## src/logic/cmla_map.svh

```systemverilog
/*
 * Constants of the eight-cell output macrocell array: register offsets,
 * field positions, reset values and pin-to-cell numbering.
 * Assumes a 32-bit plain register port, byte offsets, one word per register.
 */
// Overview of operation
// [RL1] Permit 0, emulate 1, select 1: combinatorial I/O
// [RL2] Registered-device combinatorial I/O feeds back own pin
// [RL3] Permit 1, emulate 0, select 1: input only
// [RL4] Inputs use adjacent pin; end cells use clock/enable
// [RL5] Without registers, clock/enable pins feed end cells
// [RL6] Permit bit 1 disables every cell flip-flop
// [RL7] Pins 15, 16 combinatorial output: no feedback
// [RL8] Polarity bit 1 active high, 0 active low
// [RL9] Power-up clears every flip-flop low
// [RL10] Registered pin reads high after power-up
// [RL11] Combinatorial output follows logic after power-up
// [RL12] Preload registers from pins, any state
// [RL13] Security bit blocks configuration readback
// [RL14] Security cleared only by full erase; here reset_n also clears it
// [RL15] Sixty-four bit user signature word
// [RL16] Signature readable regardless of security
// [RL17] Programmer erases automatically before programming
// [RL18] Registered cell loads eight-term sum on clock rise
// [RL19] Registered feedback from inverted flip-flop output
// [RL20] Permit 1, emulate 0, select 0: combinatorial output
// [RL21] Non-registered I/O: seven terms, eighth enables, pin feedback
// [RL22] Static configuration; unlisted combinations unsupported
`ifndef CMLA_MAP_SVH
`define CMLA_MAP_SVH

`define CMLA_ADDR_W 8
`define CMLA_DATA_W 32
`define CMLA_CELLS 8
`define CMLA_TERMS 8

`define CMLA_OFS_GLOBAL 8'h00
`define CMLA_OFS_SELECT 8'h04
`define CMLA_OFS_POLARITY 8'h08
`define CMLA_OFS_CONTROL 8'h0c
`define CMLA_OFS_STATUS 8'h10
`define CMLA_OFS_SIG_LO 8'h14
`define CMLA_OFS_SIG_HI 8'h18

`define CMLA_GLB_PERMIT_BIT 0
`define CMLA_GLB_EMUL_BIT 1
`define CMLA_CTL_PRELOAD_BIT 0
`define CMLA_CTL_SECURE_BIT 1
`define CMLA_CTL_ERASE_BIT 2
`define CMLA_STS_SECURE_BIT 8
`define CMLA_STS_UNSUP_LSB 16

`define CMLA_RST_PERMIT 1'b0
`define CMLA_RST_EMUL 1'b0
`define CMLA_RST_BYTE 8'h00
`define CMLA_RST_SIG 64'h0000000000000000
`define CMLA_RST_WORD 32'h00000000

// Cells whose pins are 15 and 16
`define CMLA_NOFB_CELL_A 3
`define CMLA_NOFB_CELL_B 4

`endif

```

## src/logic/cmla_pkg.sv

```systemverilog
/*
 * Types of the macrocell array: cell modes, the configuration word and
 * the per-cell result bundle.
 * Assumes cmla_map.svh for widths.
 */
`include "cmla_map.svh"

package cmla_pkg;

	typedef enum logic [2:0] {
		CMLA_REG_OUT,
		CMLA_COMB_IO,
		CMLA_COMB_OUT,
		CMLA_DED_IN,
		CMLA_UNSUP
	} cmla_mode_e;

	typedef struct packed {
		logic global_register_permit_bit;
		logic global_emulation_select_bit;
		logic [`CMLA_CELLS-1:0] cell_mode_select_bit;
		logic [`CMLA_CELLS-1:0] cell_polarity_bit;
	} cmla_cfg_s;

	typedef struct packed {
		logic reg_d;
		logic reg_used;
		logic drive_val;
		logic drive_en;
		logic feedback;
		logic unsup;
	} cmla_cell_s;

endpackage

```

## src/logic/cmla_cell.sv

```systemverilog
/*
 * One output macrocell: mode decode, product-term sum, polarity XOR,
 * enable select and feedback select. Purely combinational; the flip-flop
 * lives in the top so every top output comes from a register.
 * Assumes the caller supplies the adjacent pin and the two shared pins.
 */
`timescale 1ns/1ps
`include "cmla_map.svh"

module cmla_cell #(
	parameter int IDX = 0
) (
	// Configuration
	input wire logic permit,
	input wire logic emul,
	input wire logic sel,
	input wire logic pol,
	// Array and pins
	input wire logic [`CMLA_TERMS-1:0] terms,
	input wire logic reg_q,
	input wire logic own_pin,
	input wire logic adj_pin,
	input wire logic clk_pin,
	input wire logic oe_pin_n,
	// Result
	output cmla_pkg::cmla_cell_s res
);

	function automatic cmla_pkg::cmla_mode_e decode(input logic p, input logic e, input logic s);
		cmla_pkg::cmla_mode_e m;
		m = cmla_pkg::CMLA_UNSUP; // see [RL22]
		if (!p && e && !s)
			m = cmla_pkg::CMLA_REG_OUT;
		else if (!p && e && s)
			m = cmla_pkg::CMLA_COMB_IO; // see [RL1]
		else if (p && !e && !s)
			m = cmla_pkg::CMLA_COMB_OUT; // see [RL20]
		else if (p && !e && s)
			m = cmla_pkg::CMLA_DED_IN; // see [RL3]
		else if (p && e && s)
			m = cmla_pkg::CMLA_COMB_IO; // see [RL21]
		return m;
	endfunction

	localparam logic END_CELL = (IDX == 0) || (IDX == `CMLA_CELLS - 1);
	localparam logic NO_FB = (IDX == `CMLA_NOFB_CELL_A) || (IDX == `CMLA_NOFB_CELL_B);

	cmla_pkg::cmla_mode_e mode;
	logic sum8;
	logic sum7;
	logic shared_pin;

	assign mode = decode(permit, emul, sel);
	assign sum8 = |terms;
	assign sum7 = |terms[`CMLA_TERMS-2:0];
	// First cell takes the enable pin, last cell the clock pin
	assign shared_pin = (IDX == 0) ? oe_pin_n : clk_pin; // see [RL4] see [RL5]

	always_comb begin
		res = '0;
		unique case (mode)
			cmla_pkg::CMLA_REG_OUT: begin
				// Stored inverted so a cleared register shows high at the pin
				res.reg_d = ~(pol ? sum8 : ~sum8); // see [RL18] see [RL8]
				res.reg_used = 1'b1;
				res.drive_val = ~reg_q; // see [RL10]
				res.drive_en = ~oe_pin_n; // see [RL18]
				res.feedback = ~reg_q; // see [RL19]
			end
			cmla_pkg::CMLA_COMB_IO: begin
				res.drive_val = pol ? sum7 : ~sum7; // see [RL8] see [RL11]
				res.drive_en = terms[`CMLA_TERMS-1]; // see [RL1] see [RL21]
				res.feedback = own_pin; // see [RL2] see [RL21]
			end
			cmla_pkg::CMLA_COMB_OUT: begin
				res.drive_val = pol ? sum8 : ~sum8; // see [RL20] see [RL11]
				res.drive_en = 1'b1;
				if (END_CELL)
					res.feedback = shared_pin; // see [RL5]
				else if (NO_FB)
					res.feedback = 1'b0; // see [RL7]
				else
					res.feedback = pol ? sum8 : ~sum8;
			end
			cmla_pkg::CMLA_DED_IN: begin
				res.drive_en = 1'b0; // see [RL3]
				res.feedback = END_CELL ? shared_pin : adj_pin; // see [RL4]
			end
			cmla_pkg::CMLA_UNSUP: begin
				res.unsup = 1'b1; // see [RL22]
			end
		endcase
	end

endmodule

```

## src/logic/cmla_top.sv

```systemverilog
/*
 * Eight configurable output macrocells with their flip-flops, register
 * preload, security bit, signature word and a plain register port.
 * Assumes all pins are synchronous to clk; the shared clock pin is sampled
 * and its rising edge loads the cell registers on the clk edge that first samples it high.
 */
// Implementation choices: the address map and the strobed register port.
`timescale 1ns/1ps
`include "cmla_map.svh"

module cmla_top (
	// Clock and reset
	input wire logic clk,
	input wire logic reset_n,
	// Register port
	input wire logic [`CMLA_ADDR_W-1:0] addr,
	input wire logic [`CMLA_DATA_W-1:0] wr_data,
	input wire logic wr_en,
	input wire logic rd_en,
	output logic [`CMLA_DATA_W-1:0] rd_data,
	// Shared pins
	input wire logic clk_pin,
	input wire logic oe_pin_n,
	// Cell I/O pins
	input wire logic [`CMLA_CELLS-1:0] io_in,
	output logic [`CMLA_CELLS-1:0] io_out,
	output logic [`CMLA_CELLS-1:0] io_oe_n,
	// AND array side
	input wire logic [`CMLA_CELLS*`CMLA_TERMS-1:0] product_terms,
	output logic [`CMLA_CELLS-1:0] array_feedback
);

	cmla_pkg::cmla_cfg_s cfg_q;
	logic secure_q;
	logic [63:0] signature_q;
	logic [`CMLA_CELLS-1:0] cell_q;
	logic [`CMLA_CELLS-1:0] cell_d;
	logic clk_pin_q;
	logic [`CMLA_CELLS-1:0] io_out_q;
	logic [`CMLA_CELLS-1:0] io_oe_n_q;
	logic [`CMLA_CELLS-1:0] feedback_q;
	logic [`CMLA_DATA_W-1:0] rd_data_q;
	logic [`CMLA_DATA_W-1:0] rd_data_d;
	logic [`CMLA_CELLS-1:0] unsup;
	logic [`CMLA_CELLS-1:0] reg_used;
	logic [`CMLA_CELLS-1:0] drive_val;
	logic [`CMLA_CELLS-1:0] drive_en;
	logic [`CMLA_CELLS-1:0] fb;
	logic [`CMLA_CELLS-1:0] reg_d;
	logic clk_rise;
	logic wr_global;
	logic wr_select;
	logic wr_polarity;
	logic wr_control;
	logic wr_sig_lo;
	logic wr_sig_hi;
	logic do_erase;
	logic do_preload;

	function automatic logic hit(input logic [`CMLA_ADDR_W-1:0] a,
		input logic [`CMLA_ADDR_W-1:0] ofs);
		return a == ofs;
	endfunction

	assign wr_global = wr_en && hit(addr, `CMLA_OFS_GLOBAL);
	assign wr_select = wr_en && hit(addr, `CMLA_OFS_SELECT);
	assign wr_polarity = wr_en && hit(addr, `CMLA_OFS_POLARITY);
	assign wr_control = wr_en && hit(addr, `CMLA_OFS_CONTROL);
	assign wr_sig_lo = wr_en && hit(addr, `CMLA_OFS_SIG_LO);
	assign wr_sig_hi = wr_en && hit(addr, `CMLA_OFS_SIG_HI);
	assign do_erase = wr_control && wr_data[`CMLA_CTL_ERASE_BIT];
	assign do_preload = wr_control && wr_data[`CMLA_CTL_PRELOAD_BIT];

	// Macrocells
	genvar gi;
	generate
		for (gi = 0; gi < `CMLA_CELLS; gi++) begin : g_cell
			cmla_pkg::cmla_cell_s res;
			localparam int ADJ = (gi < `CMLA_CELLS / 2) ? gi - 1 : gi + 1;
			localparam int ADJ_IDX = (ADJ < 0) ? 0 : ((ADJ >= `CMLA_CELLS) ? `CMLA_CELLS - 1 : ADJ);
			cmla_cell #(
				.IDX(gi)
			) u_cell (
				.permit(cfg_q.global_register_permit_bit),
				.emul(cfg_q.global_emulation_select_bit),
				.sel(cfg_q.cell_mode_select_bit[gi]),
				.pol(cfg_q.cell_polarity_bit[gi]),
				.terms(product_terms[gi*`CMLA_TERMS +: `CMLA_TERMS]),
				.reg_q(cell_q[gi]),
				.own_pin(io_in[gi]),
				.adj_pin(io_in[ADJ_IDX]),
				.clk_pin(clk_pin),
				.oe_pin_n(oe_pin_n),
				.res(res)
			);
			assign unsup[gi] = res.unsup;
			assign reg_used[gi] = res.reg_used;
			assign drive_val[gi] = res.drive_val;
			assign drive_en[gi] = res.drive_en;
			assign fb[gi] = res.feedback;
			assign reg_d[gi] = res.reg_d;
		end
	endgenerate

	// Configuration is static between writes; erase returns it to blank
	always_ff @(posedge clk or negedge reset_n) begin
		if (!reset_n) begin
			cfg_q.global_register_permit_bit <= `CMLA_RST_PERMIT;
			cfg_q.global_emulation_select_bit <= `CMLA_RST_EMUL;
			cfg_q.cell_mode_select_bit <= `CMLA_RST_BYTE;
			cfg_q.cell_polarity_bit <= `CMLA_RST_BYTE;
		end else if (do_erase) begin
			cfg_q.global_register_permit_bit <= `CMLA_RST_PERMIT; // see [RL22]
			cfg_q.global_emulation_select_bit <= `CMLA_RST_EMUL;
			cfg_q.cell_mode_select_bit <= `CMLA_RST_BYTE;
			cfg_q.cell_polarity_bit <= `CMLA_RST_BYTE;
		end else begin
			if (wr_global) begin
				cfg_q.global_register_permit_bit <= wr_data[`CMLA_GLB_PERMIT_BIT]; // see [RL6]
				cfg_q.global_emulation_select_bit <= wr_data[`CMLA_GLB_EMUL_BIT];
			end
			if (wr_select)
				cfg_q.cell_mode_select_bit <= wr_data[`CMLA_CELLS-1:0];
			if (wr_polarity)
				cfg_q.cell_polarity_bit <= wr_data[`CMLA_CELLS-1:0]; // see [RL8]
		end
	end

	// Security bit: set by software, cleared only together with the array
	always_ff @(posedge clk or negedge reset_n) begin
		if (!reset_n)
			secure_q <= 1'b0;
		else if (do_erase)
			secure_q <= 1'b0; // see [RL14]
		else if (wr_control && wr_data[`CMLA_CTL_SECURE_BIT])
			secure_q <= 1'b1;
	end

	// Signature word, also blanked by erase
	always_ff @(posedge clk or negedge reset_n) begin
		if (!reset_n)
			signature_q <= `CMLA_RST_SIG;
		else if (do_erase)
			signature_q <= `CMLA_RST_SIG; // see [RL17]
		else begin
			if (wr_sig_lo)
				signature_q[31:0] <= wr_data; // see [RL15]
			if (wr_sig_hi)
				signature_q[63:32] <= wr_data; // see [RL15]
		end
	end

	// Shared clock pin edge
	always_ff @(posedge clk or negedge reset_n) begin
		if (!reset_n)
			clk_pin_q <= 1'b0;
		else
			clk_pin_q <= clk_pin;
	end
	// A non-registered device never clocks its cells
	assign clk_rise = clk_pin && !clk_pin_q && !cfg_q.global_register_permit_bit; // see [RL6]

	// Cell flip-flops; preload takes the pin level, stored inverted like normal data
	always_comb begin
		cell_d = cell_q;
		for (int i = 0; i < `CMLA_CELLS; i++) begin
			if (reg_used[i]) begin
				if (do_preload)
					cell_d[i] = ~io_in[i]; // see [RL12]
				else if (clk_rise)
					cell_d[i] = reg_d[i]; // see [RL18]
			end
		end
	end

	always_ff @(posedge clk or negedge reset_n) begin
		if (!reset_n)
			cell_q <= '0; // see [RL9]
		else
			cell_q <= cell_d;
	end

	// Pin and feedback outputs, each one register behind the cell logic
	always_ff @(posedge clk or negedge reset_n) begin
		if (!reset_n) begin
			io_out_q <= '0;
			io_oe_n_q <= '1;
			feedback_q <= '0;
		end else begin
			io_out_q <= drive_val; // see [RL11]
			io_oe_n_q <= ~drive_en;
			feedback_q <= fb;
		end
	end

	// Read mux; configuration reads as zero once secured
	always_comb begin
		rd_data_d = `CMLA_RST_WORD;
		if (rd_en) begin
			unique case (addr)
				`CMLA_OFS_GLOBAL: begin
					if (!secure_q) begin // see [RL13]
						rd_data_d[`CMLA_GLB_PERMIT_BIT] = cfg_q.global_register_permit_bit;
						rd_data_d[`CMLA_GLB_EMUL_BIT] = cfg_q.global_emulation_select_bit;
					end
				end
				`CMLA_OFS_SELECT: begin
					if (!secure_q)
						rd_data_d[`CMLA_CELLS-1:0] = cfg_q.cell_mode_select_bit; // see [RL13]
				end
				`CMLA_OFS_POLARITY: begin
					if (!secure_q)
						rd_data_d[`CMLA_CELLS-1:0] = cfg_q.cell_polarity_bit; // see [RL13]
				end
				`CMLA_OFS_STATUS: begin
					rd_data_d[`CMLA_CELLS-1:0] = cell_q;
					rd_data_d[`CMLA_STS_SECURE_BIT] = secure_q;
					rd_data_d[`CMLA_STS_UNSUP_LSB +: `CMLA_CELLS] = unsup; // see [RL22]
				end
				`CMLA_OFS_SIG_LO: begin
					rd_data_d = signature_q[31:0]; // see [RL16]
				end
				`CMLA_OFS_SIG_HI: begin
					rd_data_d = signature_q[63:32]; // see [RL16]
				end
				default: begin
					rd_data_d = `CMLA_RST_WORD;
				end
			endcase
		end
	end

	always_ff @(posedge clk or negedge reset_n) begin
		if (!reset_n)
			rd_data_q <= `CMLA_RST_WORD;
		else
			rd_data_q <= rd_data_d;
	end

	assign rd_data = rd_data_q;
	assign io_out = io_out_q;
	assign io_oe_n = io_oe_n_q;
	assign array_feedback = feedback_q;

endmodule

```

## config.mk

```make
export PLATFORM = sky130hd
export DESIGN_NAME = cmla_top
export DESIGN_NICKNAME = d
export VERILOG_FILES = /design/src/logic/cmla_pkg.sv /design/src/logic/cmla_cell.sv /design/src/logic/cmla_top.sv
export VERILOG_INCLUDE_DIRS = /design/src /design/src/logic
export SDC_FILE = /design/constraint.sdc
export NUM_CORES = 1
export LEC_CHECK = 0
export BUFFER_PORTS_ARGS = -buffer_cell sky130_fd_sc_hd__buf_4
export CAP_MARGIN = 20
export CORE_ASPECT_RATIO = 2
export CORE_MARGIN = 1.5
export CORE_UTILIZATION = 25
export DETAILED_ROUTE_END_ITERATION = 10
export SLEW_MARGIN = 5
export SYNTH_ARGS = -nofsm -noshare
export SYNTH_HDL_FRONTEND = slang
export SYNTH_HIERARCHICAL = 1
export SYNTH_SLANG_ARGS = --single-unit
```

## constraint.sdc

```tcl
create_clock -name clk -period 2.5 [get_ports clk]
set_clock_uncertainty 0.05 [all_clocks]
set_input_delay 0.5 -clock clk [delete_from_list [all_inputs] [get_ports clk]]
set_output_delay 0.5 -clock clk [all_outputs]
set_load 0.01 [all_outputs]
```

==> impl_metrics.yaml <==
global_routing:
  number_of_global_route_vias_before_repair: 6870
  grt_first_pass_wirelength_um: 38500
  number_of_antenna_violations_at_the_first_check_in_global_routing: 2
  groute.usage.overall_pct: 15.7
  grt_start_max_net_pins: 69
  grt.overflow.total: 0
timing:
  fin_tns_setup_ns: 0
  final-max-slew-violation-count: 0
  achievable_freq_mhz: 555
  timing.final.setup_violations: 0
  worst_slew_pin_slew_ns: 0.474
  finalCriticalPeriod_ns: 1.80
  rsz0062_at_grt: "no"
  period_share_pct: 72.1
  finalHoldViolCount: 0
  slew-limit-headroom_pct: 68.4
worst_setup_path:
  cp_slowest_cell: "sky130_fd_sc_hd__dfrtp_2"
  ff2ff_setup_slack_ns: 0.70
  cp.depth: 5
  path_cells: "buf_4 > nor3b_1 > o21a_1 > o22ai_1 > a21oi_1"
  worstPathRequired_ns: 2.82
  timing.rr.start: "cfg_q[16]"
  top_cell_family_by_delay_on_the_critical_path: "flip-flops"
  worst-setup-path-type: "flop to flop"
  critical_path.startpoint_type: "flop"
  total_buffers_and_inverters_traversed_by_the_critical_path: 1
  worst_setup_path_end_kind: "flop"
  cp_max_fo: 19
  timing.rr.end: "cell_q[0]"
  r2r_cells: 5
  critPathArrivalTime_ns: 2.12
  cpPeakStageDelay_ns: 0.60
power_and_ir_drop:
  power.static_leakage_nw: 4.91
  power.switching_fraction_pct: 26.0
  pwr_density_cell_nw_per_um2: 588
  p_clk_share_pct: 44.7
  sequentialPowerShare_pct: 43.4
  power_frac_comb_pct: 11.8
  peakVddDrop_mv: 0.512
  power.switching_mw: 1.59
  internal_power_mw: 4.51
hold_path:
  worstHoldPathType: "input pin to flop"
  worstHoldStart: "clk_pin"
  worstHoldEndpoint: "clk_pin_q"
  worstHoldPathCells: 1
place:
  gp_congestion: 0.776
  numPortBuffers: 173
  dp.final_hpwl_um: 17700
  placedCellCount: 1356
layout:
  mostFrequentLayoutCell: "sky130_fd_sc_hd__buf_4"
  design.final.nets: 1076
  post_route_cells_drive_above_1_share_pct: 29.5
  layoutNonFillerInstCount: 1391
  most-common-layout-cells: "sky130_fd_sc_hd__buf_4, sky130_fd_sc_hd__dfrtp_1, sky130_fd_sc_hd__nor2_1, sky130_fd_sc_hd__mux2i_1, sky130_fd_sc_hd__a21oi_1"
  final.fill_count: 3191
  area_growth_pct: 32.6
clock_tree:
  cts.clk_slew.worst_paths_ns: 0.06
  clk_path_buf_depth: 2
  cts_made_buffers: 17
  tritoncts: "built"
  postCtsSetupBuffers: 0
  worstSkewPairLatency_ns: 0.44
  post_cts_resized: 0
  holdBufCountCts: 1
  clock_sink_count: 148
  htree_num_levels: 4
  clock-root-buffer: "sky130_fd_sc_hd__clkbuf_16"
synthesis:
  synth.yosys.seq_area_share_pct: 47.5
  edff_count_synth: 0
  synth_area_sq_um: 7820
  ys_async_sr_fraction_pct: 100
  yosysUniqueCellTypes: 55
  synthFlopType: "sky130_fd_sc_hd__dfrtp_1"
  yosysWarningCount: 6
  synth-seq-cells: 148
  post_synth_inst_count: 786
  post_synth.cell_area_avg_sq_um: 9.95
  syn-num-nets: 904
routing:
  vias: 6787
  antenna_violating_nets_post_route: 0
  detail_route.iter0.violations: 310
  routed_wire_length_per_instance_um: 17.9
  firstDrtPassIters: 4
  post-route-drc-count: 0
  drt-vias-per-instance: 4.88
  route.final.wire_length_um: 24900
floorplan:
  io_pins: 174
  row_count: 91
  initial_utilization_pct: 25.4
  core_region_area_sq_um: 30900
  floorplan.die.width_um: 128
  chipHeight_um: 253
  floorplan_die_area_sq_um: 32400
job:
  max_cap_viol_count: 0
status:
  status: "complete, no violations"
## state kept, by name, summed over array words and instances, names as in the netlist
signal,count
io_out,8
io_oe_n,8
cfg_q,18
rd_data,32
cell_q,8
secure_q,1
array_feedback,8
signature_q,64
clk_pin_q,1
## power by group through the flow
stage                     Combinational, mW  Sequential [mW]  Clock (mW)
after floorplan                       0.352             2.66           0
after global placement                0.718             2.69           0
after detailed placement              0.728             2.69           0
after CTS                             0.734             2.65        2.80
after global routing                  0.801             2.67        2.90
final                                 0.722             2.65        2.73
## worst register-to-register path: stages (launching register included)
cell and delay [ns]:
sky130_fd_sc_hd__dfrtp_2 0.60, sky130_fd_sc_hd__buf_4 0.28, sky130_fd_sc_hd__nor3b_1 0.39, sky130_fd_sc_hd__o21a_1 0.21, sky130_fd_sc_hd__o22ai_1 0.06, sky130_fd_sc_hd__a21oi_1 0.14
## synthesized netlist by cell type (7+ instances only)
cell type                  count  share of area (%)
sky130_fd_sc_hd__dfrtp_1     140                 45
sky130_fd_sc_hd__nor2_1       69                3.3
sky130_fd_sc_hd__mux2i_1      56                7.2
sky130_fd_sc_hd__a21oi_1      48                3.1
sky130_fd_sc_hd__nand2_1      44                2.1
sky130_fd_sc_hd__nand3_1      42                2.7
sky130_fd_sc_hd__a22oi_1      39                3.7
sky130_fd_sc_hd__inv_1        34                1.6
sky130_fd_sc_hd__buf_2        21                1.3
sky130_fd_sc_hd__nor2b_1      21                1.7
sky130_fd_sc_hd__clkbuf_1     20               0.96
sky130_fd_sc_hd__mux2_2       18                2.6
sky130_fd_sc_hd__o21ai_0      17                1.1
sky130_fd_sc_hd__nor3b_1      15                1.4
sky130_fd_sc_hd__o22ai_1      14                1.1
sky130_fd_sc_hd__or3_1        14                1.1
sky130_fd_sc_hd__nand2b_1     12               0.96
sky130_fd_sc_hd__o31ai_1      12                1.2
sky130_fd_sc_hd__nor3_1       11               0.70
sky130_fd_sc_hd__and3_1       10               0.80
sky130_fd_sc_hd__dfstp_2       8                2.7
sky130_fd_sc_hd__nand3b_1      8               0.77
sky130_fd_sc_hd__o21a_1        8               0.77
sky130_fd_sc_hd__and2_1        7               0.56
sky130_fd_sc_hd__or4_4         7                1.0
## how the worst max path moves through the flow
| stage | from | to | slack (ns) |
|---|---|---|---|
| finish | cfg_q[16] | cell_q[0] | 0.70 |
| global route | cfg_q[16] | rd_data[21] | 0.54 |
| CTS | cfg_q[16] | cell_q[4] | 0.70 |
| detailed placement | addr[2] | signature_q[11] | 0.30 |
| global placement | addr[5] | cfg_q[2] | 0.32 |
| floorplan | cfg_q[16] | cell_q[7] | 0.41 |
## area by class of cell
type | count | area [sq um] | area share, %
multi-input combinational | 552 | 3740 | 36.1
sequential | 148 | 3720 | 35.8
timing repair buffer | 205 | 1650 | 15.9
tap | 418 | 523 | 5.04
clock buffer | 21 | 460 | 4.44
clock inverter | 11 | 150 | 1.45
inverter | 34 | 128 | 1.23
antenna | 2 | 5.00 | 0.0483
## cells by family (layout without fill, tap and decap cells)
family | after synthesis | after routing | synth area share [%]
buf+inv | 86 | 271 | 4.94
compound gates | 178 | 178 | 15.2
mux | 74 | 74 | 9.76
flops | 148 | 148 | 47.5
simple gates | 300 | 300 | 22.6
other cells | 0 | 2 | 0
## per-layer routing
layer  wire, um  global-route usage, %  part of all wire (%)  vias to the layer above
met5          0                      0                     0                        -
met4       1080                   9.60                   4.3                        0
met3       1060                   2.60                   4.3                       55
met2      13300                   28.0                    53                      207
met1       9450                   17.2                    38                     3310
li1           -                      -                     -                     3215
## stage by stage
step / hold slack, ns / area, sq um / worst slack [ns] / power [mW] / util (%)
2_1_floorplan: 0.154 / 7820 / 0.412 / 3.01 / -
3_5_place_dp: 0.428 / 9740 / 0.300 / 3.42 / 31.6
4_1_cts: 0.153 / 10400 / 0.698 / 6.18 / 33.6
6_report: 0.167 / 10400 / 0.697 / 6.09 / 33.6
3_3_place_gp: 0.421 / 9740 / 0.317 / 3.41 / 31.6
5_1_grt: 0.148 / 10400 / 0.542 / 6.36 / 33.6
No activity file was read; power rests on OpenSTA's default activity.
